**config.mk**
```make
export PLATFORM = sky130hd
export DESIGN_NAME = frc_core
export DESIGN_NICKNAME = d
export VERILOG_FILES = /design/src/common/frc_pkg.sv /design/src/core/frc_core.sv
export VERILOG_INCLUDE_DIRS = /design/src /design/src/common
export SDC_FILE = /design/constraint.sdc
export NUM_CORES = 1
export LEC_CHECK = 0
export BUFFER_PORTS_ARGS = -buffer_cell sky130_fd_sc_hd__buf_2
export CAP_MARGIN = 20
export CORE_ASPECT_RATIO = 1.4
export CORE_UTILIZATION = 60
export CTS_CLUSTER_DIAMETER = 100
export DETAILED_ROUTE_END_ITERATION = 10
export PLACE_DENSITY = 0.77
export SLEW_MARGIN = 5
export SYNTH_ARGS = -nofsm -noshare
export SYNTH_HDL_FRONTEND = slang
export SYNTH_SLANG_ARGS = --single-unit
export TNS_END_PERCENT = 1
```
**constraint.sdc**
```tcl
create_clock -name ref_clk_i -period 5.41 [get_ports ref_clk_i]
set_clock_uncertainty 0.1 [all_clocks]
set_input_delay 0.8115 -clock ref_clk_i [delete_from_list [all_inputs] [get_ports ref_clk_i]]
set_output_delay 0.8115 -clock ref_clk_i [all_outputs]
set_load 0.03 [all_outputs]
```
**src/common/frc_regs.svh**
```systemverilog
// Constants for the flash reset, unique-id and parameter-space commands
`ifndef FRC_REGS_SVH
`define FRC_REGS_SVH

// Opcodes
`define FRC_OP_NOP 8'h00
`define FRC_OP_ARM 8'h66
`define FRC_OP_RST 8'h99
`define FRC_OP_UID 8'h4b
`define FRC_OP_PRM 8'h5a

// Phase lengths in bits, minus one; id data length in bytes
`define FRC_CMD_LAST 6'h07
`define FRC_ADDR_LAST 6'h17
`define FRC_UID_DUMMY_LAST 6'h1f
`define FRC_PRM_DUMMY_LAST 6'h07
`define FRC_UID_BYTES 24'h000010

// Parameter-space header bytes
`define FRC_SIG0 8'h53
`define FRC_SIG1 8'h46
`define FRC_SIG2 8'h44
`define FRC_SIG3 8'h50
`define FRC_REV_MINOR 8'h00
`define FRC_REV_MAJOR 8'h01
`define FRC_NUM_HDR 8'h01
`define FRC_UNUSED 8'hff
`define FRC_STD_ID 8'h00
`define FRC_TAB_MINOR 8'h00
`define FRC_TAB_MAJOR 8'h01
`define FRC_STD_LEN 8'h09
`define FRC_STD_PTR0 8'h30
`define FRC_VND_LEN 8'h03
`define FRC_VND_PTR0 8'h60
`define FRC_PTR_HI 8'h00

// Reset recovery time
`define FRC_T_RCV_NS 1000
`define FRC_CLK_MHZ 50
`define FRC_RCV_CYC ((`FRC_T_RCV_NS * `FRC_CLK_MHZ + 999) / 1000)

`endif

```
**src/common/frc_pkg.sv**
```systemverilog
// Types for the flash reset, unique-id and parameter-space commands
package frc_pkg;
   typedef enum logic [5:0] {
      FRC_IDLE  = 6'b000001,
      FRC_CMD   = 6'b000010,
      FRC_ADDR  = 6'b000100,
      FRC_DUMMY = 6'b001000,
      FRC_DATA  = 6'b010000,
      FRC_SKIP  = 6'b100000
   } frc_state_e;
endpackage

```
**src/core/frc_core.sv**
```systemverilog
// Serial command logic: no-op, software reset, unique id, parameter space
`timescale 1ns/1ps
`include "frc_regs.svh"

// What this block does
// RULE1 - A no-op only cancels a pending reset-arm, nothing else.
// RULE2 - No-op, arm and execute take opcode from serial input only.
// RULE3 - Software reset is arm then execute; device then returns to standby.
// RULE4 - A completed software reset restores all volatile state to power-on.
// RULE5 - Execute acts only right after arm; any other command cancels the arm.
// RULE6 - Reset during program or erase aborts it; its data may be corrupted.
// RULE7 - A read-only factory 128-bit identifier unique to every part.
// RULE8 - Id read: opcode 4B, four dummy bytes, then 128 identifier bits out.
// RULE9 - Parameter read: opcode 5A, three address bytes, one dummy, data.
// RULE10 - Chip select high during parameter data stops output, ends command.
// RULE11 - Bytes 00 to 03 read 53, 46, 44, 50.
// RULE12 - Byte 04 reads minor revision 00, byte 05 major revision 01.
// RULE13 - Byte 06 reads 01: two parameter headers, counted from zero.
// RULE14 - Bytes 07, 0F and 17 always read FF and cannot be written.
// RULE15 - First header: id 00 at 08, revision 00 and 01 at 09, 0A.
// RULE16 - Byte 0B reads 09, the standard table length in 32-bit words.
// RULE17 - First table pointer stored low byte first: 30, 00, 00.
// RULE18 - Second header: maker code, revision 00 01, length 03, pointer 60.
// RULE19 - Arm and execute are accepted at any time during a suspend.
// RULE20 - Parameter read address increments after every output byte.
// RULE21 - Host waits a recovery interval after reset; length is a parameter.
module frc_core #(
   // Arbitrary per-part value
   parameter logic [127:0] UNIQUE_ID = 128'h0123456789abcdeffedcba9876543210,
   // Arbitrary maker code
   parameter logic [7:0] MAKER_ID = 8'hc3
) (
   // Clock and reset
   input wire logic ref_clk_i,
   input wire logic rst_n_i,
   // Serial link pins
   input wire logic cs_n_i,
   input wire logic sclk_i,
   input wire logic si_i,
   input wire logic [2:0] upper_io_i,
   output logic so_o,
   output logic so_oe_o,
   // Program and erase engine
   input wire logic pe_busy_i,
   output logic pe_abort_o,
   output logic soft_reset_o,
   output logic reset_busy_o,
   output logic reset_armed_o
);

   // Pin synchronisers
   logic [1:0] cs_s;
   logic [1:0] ck_s;
   logic [1:0] si_s;
   logic cs_d;
   logic ck_d;

   always_ff @(posedge ref_clk_i or negedge rst_n_i) begin
      if (!rst_n_i) begin
         cs_s <= 2'h3;
         ck_s <= 2'h0;
         si_s <= 2'h0;
         cs_d <= 1'b1;
         ck_d <= 1'b0;
      end else begin
         cs_s <= {cs_s[0], cs_n_i};
         ck_s <= {ck_s[0], sclk_i};
         si_s <= {si_s[0], si_i};
         cs_d <= cs_s[1];
         ck_d <= ck_s[1];
      end
   end

   wire cs_act = ~cs_s[1];
   wire cs_fall = ~cs_s[1] & cs_d;
   wire ck_rise = ck_s[1] & ~ck_d;
   wire ck_fall = ~ck_s[1] & ck_d;
   // Upper lines are never read for any command here [RULE2]
   wire unused_io = ^upper_io_i;

   // Command state
   frc_pkg::frc_state_e state;
   frc_pkg::frc_state_e next_state;
   logic [5:0] bit_cnt;
   logic [5:0] next_cnt;
   logic [7:0] rx;
   logic cmd_uid;
   logic armed;
   logic [23:0] addr;
   logic [15:0] rcv_cnt;

   wire [7:0] next_rx = {rx[6:0], si_s[1]};
   wire op_done = (state == frc_pkg::FRC_CMD) && ck_rise &&
                  (bit_cnt == `FRC_CMD_LAST);
   // Opcode is taken from the serial input alone [RULE2]
   wire op_arm = op_done && (next_rx == `FRC_OP_ARM);
   wire op_nop = op_done && (next_rx == `FRC_OP_NOP);
   wire op_uid = op_done && (next_rx == `FRC_OP_UID);
   wire op_prm = op_done && (next_rx == `FRC_OP_PRM);
   // Suspend state is not consulted here [RULE19]
   wire exec_hit = op_done && (next_rx == `FRC_OP_RST) && armed; // [RULE5]
   wire addr_last = (state == frc_pkg::FRC_ADDR) && ck_rise &&
                    (bit_cnt == `FRC_ADDR_LAST);
   wire [5:0] dummy_end = cmd_uid ? `FRC_UID_DUMMY_LAST
                                  : `FRC_PRM_DUMMY_LAST;
   wire dummy_last = (state == frc_pkg::FRC_DUMMY) && ck_rise &&
                     (bit_cnt == dummy_end);
   wire recovering = (rcv_cnt != 16'h0000);

   always_comb begin
      next_state = state;
      next_cnt = ck_rise ? bit_cnt + 6'h01 : bit_cnt;
      unique case (state)
         frc_pkg::FRC_IDLE: begin
            next_cnt = 6'h00;
            // Commands begun during the recovery interval are ignored [RULE21]
            if (cs_fall && !recovering) begin
               next_state = frc_pkg::FRC_CMD;
            end
         end
         frc_pkg::FRC_CMD: begin
            if (op_done) begin
               next_cnt = 6'h00;
               if (op_uid) begin
                  next_state = frc_pkg::FRC_DUMMY; // [RULE8]
               end else if (op_prm) begin
                  next_state = frc_pkg::FRC_ADDR; // [RULE9]
               end else begin
                  next_state = frc_pkg::FRC_SKIP;
               end
            end
         end
         frc_pkg::FRC_ADDR: begin
            if (addr_last) begin
               next_cnt = 6'h00;
               next_state = frc_pkg::FRC_DUMMY;
            end
         end
         frc_pkg::FRC_DUMMY: begin
            if (dummy_last) begin
               next_state = frc_pkg::FRC_DATA;
            end
         end
         frc_pkg::FRC_DATA: begin
            next_cnt = bit_cnt;
         end
         frc_pkg::FRC_SKIP: begin
            next_cnt = bit_cnt;
         end
         default: begin
            next_state = frc_pkg::FRC_IDLE;
         end
      endcase
      // Chip select high or a reset returns to standby [RULE3] [RULE10]
      if (!cs_act || exec_hit) begin
         next_state = frc_pkg::FRC_IDLE;
      end
   end

   always_ff @(posedge ref_clk_i or negedge rst_n_i) begin
      if (!rst_n_i) begin
         state <= frc_pkg::FRC_IDLE;
         bit_cnt <= 6'h00;
         rx <= 8'h00;
      end else begin
         state <= next_state;
         bit_cnt <= next_cnt;
         rx <= ck_rise ? next_rx : rx;
      end
   end

   // Arm latch: any completed opcode other than arm cancels it
   always_ff @(posedge ref_clk_i or negedge rst_n_i) begin
      if (!rst_n_i) begin
         armed <= 1'b0;
         cmd_uid <= 1'b0;
      end else begin
         if (op_done) begin
            armed <= op_arm; // [RULE1] [RULE5]
            cmd_uid <= op_uid;
         end
      end
   end

   // Reset pulses and recovery counter
   always_ff @(posedge ref_clk_i or negedge rst_n_i) begin
      if (!rst_n_i) begin
         soft_reset_o <= 1'b0;
         pe_abort_o <= 1'b0;
         rcv_cnt <= 16'h0000;
      end else begin
         soft_reset_o <= exec_hit; // [RULE3]
         pe_abort_o <= exec_hit & pe_busy_i; // [RULE6]
         if (exec_hit) begin
            rcv_cnt <= 16'(`FRC_RCV_CYC); // [RULE21]
         end else if (recovering) begin
            rcv_cnt <= rcv_cnt - 16'h0001;
         end
      end
   end

   assign reset_busy_o = recovering;
   assign reset_armed_o = armed;

   // Byte source: address or id byte index
   logic [7:0] prm_byte;
   wire uid_more = addr < `FRC_UID_BYTES;
   wire [3:0] uid_idx = 4'hf - addr[3:0];
   // Fixed factory value, no write path [RULE7]
   wire [7:0] uid_byte = UNIQUE_ID[{uid_idx, 3'h0} +: 8];
   wire src_valid = (state == frc_pkg::FRC_DATA) &&
                    (!cmd_uid || uid_more);
   wire [7:0] src_byte = cmd_uid ? uid_byte : prm_byte;
   logic f_wr_ready;
   wire push = src_valid && f_wr_ready;

   always_comb begin
      unique case (addr)
         24'h000000: prm_byte = `FRC_SIG0; // [RULE11]
         24'h000001: prm_byte = `FRC_SIG1; // [RULE11]
         24'h000002: prm_byte = `FRC_SIG2; // [RULE11]
         24'h000003: prm_byte = `FRC_SIG3; // [RULE11]
         24'h000004: prm_byte = `FRC_REV_MINOR; // [RULE12]
         24'h000005: prm_byte = `FRC_REV_MAJOR; // [RULE12]
         24'h000006: prm_byte = `FRC_NUM_HDR; // [RULE13]
         24'h000008: prm_byte = `FRC_STD_ID; // [RULE15]
         24'h000009: prm_byte = `FRC_TAB_MINOR; // [RULE15]
         24'h00000a: prm_byte = `FRC_TAB_MAJOR; // [RULE15]
         24'h00000b: prm_byte = `FRC_STD_LEN; // [RULE16]
         24'h00000c: prm_byte = `FRC_STD_PTR0; // [RULE17]
         24'h00000d: prm_byte = `FRC_PTR_HI; // [RULE17]
         24'h00000e: prm_byte = `FRC_PTR_HI; // [RULE17]
         24'h000010: prm_byte = MAKER_ID; // [RULE18]
         24'h000011: prm_byte = `FRC_TAB_MINOR; // [RULE18]
         24'h000012: prm_byte = `FRC_TAB_MAJOR; // [RULE18]
         24'h000013: prm_byte = `FRC_VND_LEN; // [RULE18]
         24'h000014: prm_byte = `FRC_VND_PTR0; // [RULE18]
         24'h000015: prm_byte = `FRC_PTR_HI; // [RULE18]
         24'h000016: prm_byte = `FRC_PTR_HI; // [RULE18]
         // Unused bytes 07, 0F, 17 and beyond read FF [RULE14]
         default: prm_byte = `FRC_UNUSED;
      endcase
   end

   always_ff @(posedge ref_clk_i or negedge rst_n_i) begin
      if (!rst_n_i) begin
         addr <= 24'h000000;
      end else if (op_done) begin
         addr <= 24'h000000;
      end else if (state == frc_pkg::FRC_ADDR && ck_rise) begin
         addr <= {addr[22:0], si_s[1]}; // [RULE9]
      end else if (push) begin
         addr <= addr + 24'h000001; // [RULE20]
      end
   end

   // Two-entry buffer between byte source and shifter
   logic [7:0] f_mem [2];
   logic f_wp;
   logic f_rp;
   logic [1:0] f_cnt;
   logic [7:0] sh;
   logic [2:0] sh_cnt;

   wire f_clr = (state != frc_pkg::FRC_DATA);
   wire f_rd_valid = (f_cnt != 2'h0);
   wire [7:0] f_head = f_mem[f_rp];
   wire need = ck_fall && !f_clr && (sh_cnt == 3'h0);
   wire pop = need && f_rd_valid;
   assign f_wr_ready = (f_cnt != 2'h2);

   always_ff @(posedge ref_clk_i or negedge rst_n_i) begin
      if (!rst_n_i) begin
         f_wp <= 1'b0;
         f_rp <= 1'b0;
         f_cnt <= 2'h0;
      end else if (f_clr) begin
         f_wp <= 1'b0; // [RULE4]
         f_rp <= 1'b0;
         f_cnt <= 2'h0;
      end else begin
         f_wp <= f_wp ^ push;
         f_rp <= f_rp ^ pop;
         f_cnt <= f_cnt + {1'b0, push} - {1'b0, pop};
      end
   end

   always_ff @(posedge ref_clk_i) begin
      if (push) begin
         f_mem[f_wp] <= src_byte;
      end
   end

   // Output shifter, MSB first on falling clock edges
   always_ff @(posedge ref_clk_i or negedge rst_n_i) begin
      if (!rst_n_i) begin
         sh <= 8'hff;
         sh_cnt <= 3'h0;
         so_o <= 1'b0;
      end else if (f_clr) begin
         sh <= 8'hff;
         sh_cnt <= 3'h0;
      end else if (pop) begin
         so_o <= f_head[7]; // [RULE8] [RULE9]
         sh <= {f_head[6:0], 1'b1};
         sh_cnt <= 3'h7;
      end else if (need) begin
         so_o <= 1'b1;
      end else if (ck_fall) begin
         so_o <= sh[7];
         sh <= {sh[6:0], 1'b1};
         sh_cnt <= sh_cnt - 3'h1;
      end
   end

   always_ff @(posedge ref_clk_i or negedge rst_n_i) begin
      if (!rst_n_i) begin
         so_oe_o <= 1'b0;
      end else begin
         // Drive stops as soon as chip select rises [RULE10]
         so_oe_o <= (state == frc_pkg::FRC_DATA) && cs_act;
      end
   end
endmodule

```
==> out/qor.csv <==
metric,value,unit
syn_area,5550,um2
via_per_inst,6.30,
avgSynthCellArea,9.97,um2
report.final.slew_viol_count,0,
numCtsBuffers,9,
wl,11500,um
cts_sinks,103,
synth-compound-area-share,14.6,%
crit_family,simple AND/OR/NAND/NOR gates,
fillers,692,
synth-seq-cells,103,
outcome,completed,
post_cts_buffers,0,
ys_types,72,
critPathRequiredTime,5520,ps
grt_pass1_vias,4179,
worstPathCellList,nor4_4 -> nand2_1 -> nor4b_4 -> ha_1 -> inv_1 -> ha_1 -> xor2_1 -> xnor2_1 -> nor2_1,
fin_util,66.9,%
syn_nets,582,
rows,41,
ir_drop,0.000201,V
timing.final.crit_share,62.6,%
syn2layout_area_growth,8.06,%
fp.dieH,116,um
synth_xor_area_share,4.26,%
floorplan.initialDensity,61.9,%
crit_path_frequent_cell,ha_1,
syn_inst,557,
worst_pin_slew,889,ps
htree_num_levels,3,
cts-root-buf,clkbuf_16,
synth_top_family_by_area,simple AND/OR/NAND/NOR gates,
die_area,9650,um2
drive_above_1_share,11.0,%
first_iter_violations,300,
drc,0,
grt_antenna_before_repair,0,
fp.dieW,83.3,um
dr.pass1.iters,4,
pin_count,15,
final_nets,584,
cp_max_fo,18,
synth_fa_ha_area_share,3.60,%
grt_pass1_wl,19200,um
grt_setup_unrepaired,no,
synthesis.yosys.warnings,0,
totalNegativeSetupSlack,0,ps
cts_tree,built,
ys_seq_area_share,48.1,%
post-route-min-period,3390,ps
clkSlewWorstSetupHoldPaths,70,ps
clock_path_buffers,2,
dp_hpwl,7720,um
setup_viol,0,
antennaDiodeCount,0,
hp-class,register to register,
place_congestion,0.884,
cts_resized,0,
cp_num_buf_inv,1,
wl_met2,6250,um
yosys.area_share.simple,21.7,%
antenna_left,0,
highest_layer,met4,
slowest_stage,nor4b_4,
wl_met3,344,um
final-hold-violation-count,0,
coreArea,8980,um2
timing.fmax,0.295,GHz
grt_use_total,24.8,%
hold_buffers,0,
path_class,register to register,
p_leak,2.52,nW
wl_met1,4800,um
cp-start-kind,register,
insertion_delay,350,ps
grt_max_degree,88,
critPathCaptureType,register,
io_buffers,11,
yosys_most_used_dff,dfrtp_1,
maxCapViolCount,0,
grt_remaining_overflow,0,
vias,4226,
worstPathArrival,3500,ps
slew_headroom,40.5,%
powerDensity,277,nW/um2
crit_path_max_incr_delay,900,ps
synth_edf_count,16,
synthArstFlopShare,84.5,%
wl_per_cell,17.2,um
synthMuxAreaShare,4.35,%
==> layout make-up <==
cell class	count	area (um2)	share of cell area, %
tap	107	134	2.23
timing repair buffer	14	108	1.79
sequential	103	2670	44.5
clock buffer	13	292	4.86
inverter	21	78.8	1.31
clock inverter	3	21.3	0.354
multi-input combinational	410	2700	44.9
==> path summary, 6_finish.rpt <==
| check | slack, ps | cells after the start | from | to |
|---|---|---|---|---|
| max reg2reg | 2020 | 9 | state[2]$_DFFE_PN0P_ | f_cnt[1]$_DFF_PN0_ |
| min in group asynchronous | 310 | 1 | rst_n_i | soft_reset_o$_DFF_PN0_ |
| min | 250 | 0 | si_s[0]$_DFF_PN0_ | si_s[1]$_DFF_PN0_ |
| max | 2020 | 9 | state[2]$_DFFE_PN0P_ | f_cnt[1]$_DFF_PN0_ |
| max in group asynchronous | 4230 | 2 | rst_n_i | sh[6]$_DFFE_PN1P_ |
| min reg2reg | 250 | 0 | si_s[0]$_DFF_PN0_ | si_s[1]$_DFF_PN0_ |
==> cell usage after synthesis, types with 6 or more instances <==
cell type | n | area (um2)
nand2_1 | 62 | 233
mux2i_1 | 14 | 140
ha_1 | 16 | 200
o211ai_1 | 17 | 128
nand4_1 | 11 | 68.8
and3_1 | 6 | 37.5
xor2_1 | 9 | 78.8
nor3_1 | 16 | 80.1
nand3_1 | 20 | 100
nor4_1 | 13 | 81.3
inv_1 | 21 | 78.8
nand2b_1 | 9 | 56.3
and2_1 | 6 | 37.5
dfrtp_1 | 76 | 1900
mux2_2 | 9 | 101
a211oi_1 | 7 | 52.6
nor2_1 | 43 | 161
o21ai_0 | 30 | 150
clkbuf_1 | 14 | 52.6
dfstp_2 | 11 | 289
edfxtp_1 | 16 | 480
a21oi_1 | 22 | 110
xnor2_1 | 18 | 158
==> where the power goes <==
| part | total (W) | switching [W] | internal (W) |
|---|---|---|---|
| Clock | 0.000652 | 0.000273 | 0.000379 |
| Combinational | 0.000151 | 0.0000865 | 0.0000649 |
| Sequential | 0.000862 | 0.0000406 | 0.000821 |
==> metrics by stage <==
stage	hold WS (ps)	worst slack, ps	area [um2]	power [W]	instances
after floorplan	231	2580	5550	0.000975	557
after global placement	235	2120	5650	0.00102	653
after detailed placement	235	2020	5650	0.00102	653
after CTS	250	2020	5960	0.00168	669
after global routing	259	1750	6000	0.00172	671
final	250	2020	6000	0.00166	671
==> metal layers <==
metal,track usage (%),up-vias
met2,44.3,81
met4,11.6,0
li1,-,2033
met3,3.85,14
met5,0,-
met1,29.5,2098
==> logic make-up after synthesis <==
family,Yosys count
mux,23
fa+ha+maj,16
compound gates,120
buf+inv,44
simple gates,224
xor+xnor,27
flops,103
==> cell usage in the layout (no fill, tap or decap), types with 10 or more instances in the layout <==
cell type / instances
edfxtp_1: 16
o211ai_1: 17
clkbuf_16: 10
buf_2: 10
nor2_1: 43
nand3_1: 20
dfrtp_1: 76
nand4_1: 11
xnor2_1: 18
nor4_1: 13
dfstp_2: 11
nand2_1: 62
ha_1: 16
nor3_1: 16
mux2i_1: 14
o21ai_0: 30
a21oi_1: 22
inv_1: 21
==> state kept, by name (all words and copies together) (netlist names), 2 cells and up <==
name,flops
f_mem,16
bit_cnt,6
state,6
cs_s,2
rx,7
sh_cnt,3
sh,7
ck_s,2
si_s,2
addr,24
rcv_cnt,16
f_cnt,2
(Power assumes the default switching activity.)
